`src/include/tmr8_map.vh`:
```
// Register offsets, field positions, reset values and timing counts of the 8-bit timer.
`ifndef TMR8_MAP_VH
`define TMR8_MAP_VH
`define TMR8_ADDR_COUNT 8'h01
`define TMR8_ADDR_INTCTL 8'h0b
`define TMR8_ADDR_OPTION 8'h81
`define TMR8_ADDR_IRQ_STAT 8'h90
`define TMR8_ADDR_IRQ_EN 8'h91
`define TMR8_ADDR_IRQ_CLR 8'h92
`define TMR8_OPT_RESET 8'hff
`define TMR8_OPT_SRC 5
`define TMR8_OPT_EDGE 4
`define TMR8_OPT_ASSIGN 3
`define TMR8_INT_OVF_EN 5
`define TMR8_INT_OVF_FLAG 2
`define TMR8_PHASES 4
`define TMR8_WRITE_HOLD 2'h2
`endif

```
`src/hdl/tmr8_timer.v`:
```
// 8-bit timer/counter with shared prescaler, overflow flag and interrupt logic.
//
// Implementation choice: the plain strobed port.
`timescale 1ns/10ps
`include "tmr8_map.vh"
module tmr8_timer #(
   parameter ADDR_W = 8
) (
   // Clock and reset
   input wire CLK,
   input wire SYS_RST,
   // Register port
   input wire [ADDR_W-1:0] ADDR,
   input wire [7:0] WDATA,
   input wire WR,
   input wire RD,
   output reg [7:0] RDATA,
   // Core status and watchdog link
   input wire SLEEP,
   input wire WATCHDOG_CLEAR,
   input wire WATCHDOG_TICK,
   output wire WATCHDOG_SCALED_TICK,
   // External count input
   input wire EXT_COUNT_IN,
   // Interrupt
   output wire IRQ,
   output wire OVF_IRQ_REQ
);

   // State held across clocks.
   reg [7:0] option_reg;
   reg [7:0] count_reg;
   reg [7:0] presc_reg;
   reg [1:0] phase_reg;
   reg [1:0] hold_reg;
   reg ovf_flag_reg;
   reg ovf_en_reg;
   reg [1:0] irq_stat_reg;
   reg [1:0] irq_en_reg;
   reg ext_s1_reg;
   reg ext_s2_reg;
   reg ext_prev_reg;
   reg pend_reg;
   // Values worked out each cycle.
   reg sync_event;
   reg [7:0] read_next;
   reg [7:0] presc_next;
   reg [7:0] count_next;
   reg tick_raw;
   reg presc_out;
   reg count_step;
   reg wrap;
   // Decoded controls.
   wire wr_option;
   wire wr_intctl;
   wire wr_irq_en;
   wire wr_irq_clr;
   wire [1:0] stat_event;
   wire [2:0] ratio;
   wire src_ext;
   wire to_watchdog;
   wire ext_edge;
   wire wr_count;
   wire sample_phase;
   wire cycle_end;

   // Decodes a register address match.
   function hit;
      input [ADDR_W-1:0] a;
      input [7:0] target;
      begin
         hit = (a == target[ADDR_W-1:0]);
      end
   endfunction

   // Low prescaler bits that must all be set on the last tick of a prescale period.
   function [7:0] ratio_mask;
      input [2:0] r;
      integer i;
      begin
         for (i = 0; i < 8; i = i + 1) begin
            ratio_mask[i] = (i <= r);
         end
      end
   endfunction

   // True when the current tick completes one period of the selected ratio.
   function ratio_done;
      input [7:0] count;
      input [2:0] r;
      begin
         ratio_done = ((count & ratio_mask(r)) == ratio_mask(r));
      end
   endfunction

   assign ratio = option_reg[2:0];
   assign src_ext = option_reg[`TMR8_OPT_SRC];
   assign to_watchdog = option_reg[`TMR8_OPT_ASSIGN];
   assign wr_count = WR && hit(ADDR, `TMR8_ADDR_COUNT);
   assign wr_option = WR && hit(ADDR, `TMR8_ADDR_OPTION);
   assign wr_intctl = WR && hit(ADDR, `TMR8_ADDR_INTCTL);
   assign wr_irq_en = WR && hit(ADDR, `TMR8_ADDR_IRQ_EN);
   assign wr_irq_clr = WR && hit(ADDR, `TMR8_ADDR_IRQ_CLR);
   // Bit 1 flags a count write that lands while an earlier write still holds the count,
   // which usually means software is fighting itself over the timer.
   assign stat_event = {wr_count && (hold_reg != 2'h0), wrap};
   // Four clocks make one instruction cycle; phases 1 and 3 stand for Q2 and Q4.
   assign sample_phase = phase_reg[0];
   assign cycle_end = (phase_reg == 2'h3);

   // The phase counter freezes in sleep, which also freezes both sample phases
   // and the instruction tick; a phase frozen at 3 keeps cycle_end high, so the hold still counts down.
   always @(posedge CLK) begin
      if (SYS_RST) begin
         phase_reg <= 2'h0;
      end else if (!SLEEP) begin
         phase_reg <= phase_reg + 2'h1;
      end
   end

   // The first stage is read only by the second.
   // All stages reset low, the idle level of the pin, so reset makes no false edge.
   always @(posedge CLK) begin
      if (SYS_RST) begin
         ext_s1_reg <= 1'b0;
         ext_s2_reg <= 1'b0;
         ext_prev_reg <= 1'b0;
      end else begin
         ext_s1_reg <= EXT_COUNT_IN;
         ext_s2_reg <= ext_s1_reg;
         ext_prev_reg <= ext_s2_reg;
      end
   end

   assign ext_edge = option_reg[`TMR8_OPT_EDGE] ? (ext_prev_reg && !ext_s2_reg) :
                     (!ext_prev_reg && ext_s2_reg);

   // Prescaler input and output selection.
   always @* begin
      if (to_watchdog) begin
         tick_raw = WATCHDOG_TICK;
      end else if (src_ext) begin
         tick_raw = ext_edge;
      end else begin
         tick_raw = cycle_end;
      end
      presc_next = presc_reg;
      if (tick_raw) begin
         presc_next = presc_reg + 8'h01;
      end
      // ratio two to n plus one
      presc_out = tick_raw && ratio_done(presc_reg, ratio);
   end

   // The watchdog postscaler output; the watchdog itself lives elsewhere.
   // The watchdog sees the same period decode as the counter when it holds the prescaler.
   assign WATCHDOG_SCALED_TICK = to_watchdog ? presc_out : WATCHDOG_TICK;

   // A clear wins over a tick in the same cycle, so software gets a fresh period after it writes
   // the count while the counter holds the prescaler, or clears the watchdog while the watchdog holds it.
   // prescaler has no register path
   always @(posedge CLK) begin
      if (SYS_RST) begin
         presc_reg <= 8'h00;
      end else if (!to_watchdog && wr_count) begin
         presc_reg <= 8'h00;
      end else if (to_watchdog && WATCHDOG_CLEAR) begin
         presc_reg <= 8'h00;
      end else if (!SLEEP) begin
         presc_reg <= presc_next;
      end
   end

   // Count event source: the divided edge when the counter holds the prescaler,
   // the raw synchronised edge otherwise.
   always @* begin
      if (!to_watchdog) begin
         sync_event = presc_out;
      end else begin
         sync_event = ext_edge;
      end
   end

   // An event that lands between sample phases waits here for the next Q2 or Q4,
   // so it is delayed by at most one clock rather than lost.
   always @(posedge CLK) begin
      if (SYS_RST) begin
         pend_reg <= 1'b0;
      end else if (sample_phase) begin
         pend_reg <= 1'b0;
      end else if (src_ext && sync_event) begin
         pend_reg <= 1'b1;
      end
   end

   always @* begin
      if (!src_ext && to_watchdog) begin
         count_step = cycle_end;
      end else if (!src_ext) begin
         count_step = presc_out;
      end else begin
         // three to four periods late
         // The pin reaches the count three to four clocks after it moves.
         count_step = sample_phase && (pend_reg || sync_event);
      end
      if (SLEEP || (hold_reg != 2'h0)) begin
         count_step = 1'b0;
      end
      count_next = count_reg + 8'h01;
      // A write of ff never counts as a wrap; a step due from ff does, even when a write replaces the count.
      wrap = count_step && (count_reg == 8'hff);
   end

   always @(posedge CLK) begin
      if (SYS_RST) begin
         count_reg <= 8'h00;
         hold_reg <= 2'h0;
      end else if (wr_count) begin
         count_reg <= WDATA;
         hold_reg <= `TMR8_WRITE_HOLD;
      end else begin
         if (count_step) begin
            count_reg <= count_next;
         end
         // The hold counts instruction-cycle ends, so it lasts five to eight clocks: a write
         // in phase 0, 1, 2 or 3 holds the count seven, six, five or eight clocks.
         if (cycle_end && (hold_reg != 2'h0)) begin
            hold_reg <= hold_reg - 2'h1;
         end
      end
   end

   // Option register and interrupt-control bits.
   always @(posedge CLK) begin
      if (SYS_RST) begin
         option_reg <= `TMR8_OPT_RESET;
         ovf_en_reg <= 1'b0;
         ovf_flag_reg <= 1'b0;
      end else begin
         // Changing the source mid-count may add or lose one step.
         if (wr_option) begin
            option_reg <= WDATA;
         end
         if (wr_intctl) begin
            ovf_en_reg <= WDATA[`TMR8_INT_OVF_EN];
         end
         // flag held until written zero
         // A wrap in the same cycle as a clearing write wins, so no overflow is lost.
         if (wrap) begin
            ovf_flag_reg <= 1'b1;
         end else if (wr_intctl) begin
            ovf_flag_reg <= WDATA[`TMR8_INT_OVF_FLAG];
         end
      end
   end

   assign OVF_IRQ_REQ = ovf_flag_reg && ovf_en_reg;

   // Status bit 0 is overflow, bit 1 is a write during the hold window.
   always @(posedge CLK) begin
      if (SYS_RST) begin
         irq_stat_reg <= 2'h0;
         irq_en_reg <= 2'h0;
      end else begin
         if (wr_irq_en) begin
            irq_en_reg <= WDATA[1:0];
         end
         // An event in the clearing cycle stays visible, since set wins over clear.
         if (wr_irq_clr) begin
            irq_stat_reg <= (irq_stat_reg & ~WDATA[1:0]) | stat_event;
         end else begin
            irq_stat_reg <= irq_stat_reg | stat_event;
         end
      end
   end

   // The output is a level; it drops only when software clears the bit or its enable.
   assign IRQ = |(irq_stat_reg & irq_en_reg);

   // Read multiplexer; unmapped addresses give zero, and nothing maps the prescaler.
   always @* begin
      read_next = 8'h00;
      if (hit(ADDR, `TMR8_ADDR_COUNT)) begin
         read_next = count_reg;
      end else if (hit(ADDR, `TMR8_ADDR_OPTION)) begin
         read_next = option_reg;
      end else if (hit(ADDR, `TMR8_ADDR_INTCTL)) begin
         // Interrupt-control holds the enable at bit 5 and the flag at bit 2.
         read_next = {2'h0, ovf_en_reg, 2'h0, ovf_flag_reg, 2'h0};
      end else if (hit(ADDR, `TMR8_ADDR_IRQ_STAT)) begin
         read_next = {6'h00, irq_stat_reg};
      end else if (hit(ADDR, `TMR8_ADDR_IRQ_EN)) begin
         read_next = {6'h00, irq_en_reg};
      end
   end

   // Read data appear in the cycle after the strobe and return to zero after it,
   // so a stale word is never mistaken for a fresh read.
   always @(posedge CLK) begin
      if (SYS_RST) begin
         RDATA <= 8'h00;
      end else if (RD) begin
         RDATA <= read_next;
      end else begin
         RDATA <= 8'h00;
      end
   end

endmodule // tmr8_timer

```
`config.mk`:
```
export PLATFORM = sky130hd
export DESIGN_NAME = tmr8_timer
export DESIGN_NICKNAME = d
export VERILOG_FILES = /design/src/hdl/tmr8_timer.v
export VERILOG_INCLUDE_DIRS = /design/src /design/src/include
export SDC_FILE = /design/constraint.sdc
export NUM_CORES = 1
export LEC_CHECK = 0
export ABC_AREA = 1
export BUFFER_PORTS_ARGS = -buffer_cell sky130_fd_sc_hd__clkbuf_2
export CAP_MARGIN = 20
export CORE_MARGIN = 10
export CORE_UTILIZATION = 40
export DETAILED_ROUTE_END_ITERATION = 8
export PLACE_DENSITY_LB_ADDON = 0.1
export SLEW_MARGIN = 20
export SYNTH_ARGS = -nofsm -noshare
export SYNTH_HDL_FRONTEND = slang
export SYNTH_SLANG_ARGS = --single-unit
export TNS_END_PERCENT = 100
```
`constraint.sdc`:
```
create_clock -name CLK -period 1.36 [get_ports CLK]
set_input_delay 0.136 -clock CLK [delete_from_list [all_inputs] [get_ports CLK]]
set_output_delay 0.136 -clock CLK [all_outputs]
set_load 0.01 [all_outputs]
```
==> Word-level counts from Yosys, hierarchy flattened <==
Cells that the tools add are included.
{ "word_totals": {"output_inout_bits": 11, "wordCells": 96, "register_bits": 46} }
{ "classes": {"mux": 20, "bitwise_logic": 8, "eq_ne": 9, "n_reduce_logical": 33, "magnitude_cmp": 7, "n_addsub": 4} }
{ "op_table": {"columns": ["cell", "count"], "rows": [
  ["8-bit == test, second input constant", 5],
  ["8-bit two-way mux", 4],
  ["1-bit logical AND", 17],
  ["8-bit by 1-bit adder with 8-bit output, second input constant", 2],
  ["3-bit <= comparator, first input constant", 4],
  ["1-bit two-way mux", 10],
  ["2-bit two-way mux", 5],
  ["8-bit AND", 1],
  ["8-bit by 1-bit == test with 1-bit output, second input constant", 1],
  ["8-bit by 4-bit == test with 1-bit output, second input constant", 1],
  ["8-bit == test", 1],
  ["2-bit nonzero test", 4],
  ["2-bit OR reduction", 4],
  ["2-bit by 3-bit <= comparator with 1-bit output, first input constant", 2],
  ["6-bit two-way mux", 1],
  ["2-bit AND", 2],
  ["1-bit zero test", 4],
  ["2-bit OR", 2],
  ["1-bit by 3-bit <= comparator with 1-bit output, first input constant", 1],
  ["3-bit OR reduction", 1],
  ["2-bit by 1-bit adder with 2-bit output, second input constant", 1],
  ["2-bit == test, second input constant", 1],
  ["1-bit logical OR", 2],
  ["1-bit inverter", 2],
  ["3 further kinds", 3]
]} }

==> Longest topological paths before layout <==
{ "depth": {"ltp_word": 15, "depth_mapped": 14, "mapped_depth_nobuf": 14} }

==> Least setup slack after synthesis <==
Ideal clock, no wire load.
{ "synth_path": {"path_kind": "register to register", "from": "reg phase_reg[0]", "to": "reg presc_reg[4]", "setup_slack_ns": -0.106, "stages_incl_launch_ff": 11, "arrival_ns": 1.339, "setup_time_ns": 0.128, "t_required_ns": 1.232, "path_cell_list": "dfxtp_1 ha_1 inv_1 nand2_1 nand2_1 nand2_1 nand3_1 clkbuf_1 nor3_1 a21oi_1 nor3_1"} }
{ "synth_via": {"elab_chain_len": 4} }
{ "synth_lines": {"columns": ["element", "line_no", "text"], "rows": [
  ["from (decl)", "tmr8_timer.v:34", "reg [1:0] phase_reg;"],
  ["from (signal assigned)", "tmr8_timer.v:117", "phase_reg <= phase_reg + 2'h1;"],
  ["2-bit == test", "tmr8_timer.v:109", "assign cycle_end = (phase_reg == 2'h3);"],
  ["1-bit two-way mux", "tmr8_timer.v:142", "end else if (src_ext) begin"],
  ["1-bit two-way mux", "tmr8_timer.v:140", "if (to_watchdog) begin"],
  ["2-bit AND reduction (no source line)", null, null],
  ["to (signal assigned)", "tmr8_timer.v:170", "presc_reg <= presc_next;"],
  ["to (decl)", "tmr8_timer.v:33", "reg [7:0] presc_reg;"]
]} }
No other way between the ends.
A chain may end at the register's enable or synchronous reset.

==> Final worst setup path <==
{ "layout_path": {"from": "reg option_reg[4]", "to": "reg ovf_flag_reg"} }
{ "layout_via": {"elab_chain_len": 12} }
{ "layout_lines": {"columns": ["element", "line_no", "text"], "rows": [
  ["from (decl)", "tmr8_timer.v:31", "reg [7:0] option_reg;"],
  ["from (signal assigned)", "tmr8_timer.v:236", "option_reg <= `TMR8_OPT_RESET;"],
  ["1-bit two-way mux (*)", "tmr8_timer.v:135", "assign ext_edge = option_reg[`TMR8_OPT_EDGE] ? (ext_prev_reg && !ext_s2_reg) :"],
  ["1-bit two-way mux", "tmr8_timer.v:142", null],
  ["1-bit two-way mux", "tmr8_timer.v:140", null],
  ["1-bit logical AND", "tmr8_timer.v:152", "presc_out = tick_raw && ratio_done(presc_reg, ratio);"],
  ["1-bit two-way mux", "tmr8_timer.v:177", "if (!to_watchdog) begin"],
  ["1-bit logical OR", "tmr8_timer.v:204", "count_step = sample_phase && (pend_reg || sync_event);"],
  ["1-bit logical AND", "tmr8_timer.v:204", null],
  ["1-bit two-way mux (*)", "tmr8_timer.v:199", "end else if (!src_ext) begin"],
  ["1-bit two-way mux (*)", "tmr8_timer.v:197", "if (!src_ext && to_watchdog) begin"],
  ["1-bit two-way mux (*)", "tmr8_timer.v:206", "if (SLEEP || (hold_reg != 2'h0)) begin"],
  ["1-bit logical AND (*)", "tmr8_timer.v:211", "wrap = count_step && (count_reg == 8'hff);"],
  ["1-bit two-way mux / 2-bit nonzero test (equally long branches)", null, null],
  ["to (signal assigned)", "tmr8_timer.v:252", "ovf_flag_reg <= WDATA[`TMR8_INT_OVF_FLAG];"],
  ["to (decl)", "tmr8_timer.v:36", "reg ovf_flag_reg;"]
]} }
Mark *: on every way between the ends. The rest lies on a longest branch, timed or not.

==> reports/metrics.csv <==
metric;value;unit
share of cells above drive strength 1;42.4;%
top cells by count, synth;73 x nand2_1, 46 x dfxtp_1, 42 x inv_1, 33 x a21oi_1;
width of the die;96.7;um
sequential-to-total area share from yosys stat;39.1;%
PortBufs;34;
H-Tree Depth;2;
Final nets;460;
Peak supply drop;481;uV
Synth top area share;39.1;%
gr usage total;14.5;%
die height;96.7;um
startpoint types;register;
Yosys cell types;36;
first-pass GRT wire length;11600;um
cell accounting for the most synthesized area;dfxtp_1;
fin crit period;1.61;ns
Final Skew;0.00730;ns
failing checks;setup timing;
core area;5610;um2
pwr dens;775;nW/um2
Critical Path End Type;register;
post-DR wirelength/cell;13.8;um
die area;9360;um2
remaining global-route overflow;0;
achievable frequency;622;MHz
CTS tree;built;
Syn Inst Count;332;
number of hold buffers added after CTS;0;
post-DP HPWL;5360;um
most common cell in the synthesized netlist;nand2_1;
via/cell ratio;5.01;
fill count;526;
P_leak;1.58;nW
post-route setup slack;-0.247;ns
initial antenna violation count;0;
CP Max Fanout;3;
Num Clock Sinks;46;
dpl ws;-0.203;ns
Area Overhead vs Synth;45.4;%
Final GP Congestion;0.906;
Synth Net Count;360;
Synth area leaders;dfxtp_1 39%, nand2_1 12%, a21oi_1 7.0%;
Synth Flop Type;dfxtp_1;
Worst-Skew Late Latency;0.30;ns
Setup CP Type;reg -> reg;
drt total wl;6960;um
Slew headroom;75.3;%
RSZ-0062 raised after global routing;true;
Synth Area per Inst;7.10;um2
synthesized area;2360;um2
TritonCTS buffer count;5;
I/O pins;35;
Yosys reg bits;46;
final hold vios;0;
DRC violations left;0;
Critical Path AT;1.79;ns
Worst Max-Slew Pin Slew;0.370;ns
vias;2524;
Core Util, Final;61.1;%
TritonRoute pass-1 iters;5;
max-slew violations;0;
iteration-0 DRC count of the detailed router;200;
worst-case clock buffer depth;2;
Ys Warns;0;
Worst-path clk slew;0.08;ns
asr flop ratio synth;0;%
cell row count;27;
number of enable flip-flop cells after synthesis;0;
ANT cells;0;
final setup vio count;18;
worst path required time;1.54;ns
largest net degree at the start of global routing;21;
Initial Utilization;42.0;%
Root Driver;clkbuf_8;
Hold Path Class;in -> reg;
reported max-cap violation count;0;
post-route ant nets;0;
status;finished, violations left;
number of global-route vias before repair;2540;
fin crit share;118;%
## critical path, cell delays in order (launching register included)
cell      delay (ns)
dfxtp_2         0.35
o21bai_1        0.15
nand2_1         0.07
buf_4           0.11
nor2_2          0.03
o21ai_1         0.17
o21ai_2         0.07
nand2_1         0.07
nand2_2         0.09
buf_4           0.15
buf_6           0.11
nand3_4         0.06
a21oi_2         0.05
## per-stage QoR
stage               std cells  power, mW  instance area (um2)  setup TNS, ns  hold WS [ns]
detailed placement        489       1.61                 3030          -2.83         0.333
global placement          489       1.61                 3030          -2.55         0.331
global route              504       2.76                 3430          -4.80        0.0195
floorplan                 332       1.49                 2380              0         0.243
finish                    504       2.65                 3430          -2.61        0.0201
CTS                       500       2.67                 3320          -2.32       0.00735
## worst paths after layout
path                                   start                        end  slack (ns)  depth (start not counted)
setup / recovery  option_reg[4]$_SDFFE_PP1P_  ovf_flag_reg$_SDFFE_PP0P_       -0.25                         12
hold / removal                  EXT_COUNT_IN      ext_s1_reg$_SDFF_PP0_        0.02                          3
hold reg to reg     hold_reg[0]$_SDFFE_PP0P_   hold_reg[0]$_SDFFE_PP0P_        0.46                          1
setup reg to reg  option_reg[4]$_SDFFE_PP1P_  ovf_flag_reg$_SDFFE_PP0P_       -0.25                         12
## cell usage in the layout, fill, tap and decap left out, drive strengths merged, types with 4 or more instances in the layout
cell	n
nand2	77
buf	65
dfxtp	46
inv	45
clkbuf	39
a21oi	34
nor2	30
o21ai	27
nand3	26
nor3	7
o211ai	6
or2	4
a211oi	4
ha	4
nor3b	4
## cell families after synthesis
group	synth area share (%)
simple gates	31.4
compound gates	17.8
buf+inv	8.87
flops	39.1
fa+ha+maj	2.12
xor+xnor	0.744
## area by class of cell
type / count / area (um2) / share of cell area (%)
clock buffers: 6 / 82.6 / 2.41
repair buffers: 98 / 677 / 19.8
flip-flops and latches: 46 / 936 / 27.3
well taps: 72 / 90.1 / 2.63
clock inverters: 1 / 30.0 / 0.877
inverters: 45 / 174 / 5.08
multi-input cells: 236 / 1440 / 41.9
## power breakdown
| group | total, mW | leakage [nW] | internal (mW) | switching (mW) |
|---|---|---|---|---|
| registers | 1.37 | 0.374 | 1.36 | 0.00712 |
| logic | 0.253 | 1.15 | 0.111 | 0.142 |
| clock network | 1.04 | 0.0573 | 0.588 | 0.447 |
## routing by layer
layer	wire length (um)	vias to the layer above	track usage [%]	share of wire, %
met1	3160	1138	17.9	45
li1	-	1302	-	-
met3	342	13	3.34	4.9
met4	144	0	5.64	2.1
met5	0	-	0	0
met2	3310	71	23.7	48
## what timing repair did
item,in CTS,in global routing
gates cloned,1,0
resized for setup,53,23
setup buffers,3,4
endpoints found under the hold margin,0,0
setup endpoints to repair,19,21
pin swaps,8,9
Note: power is estimated with default switching activity, not from simulation.
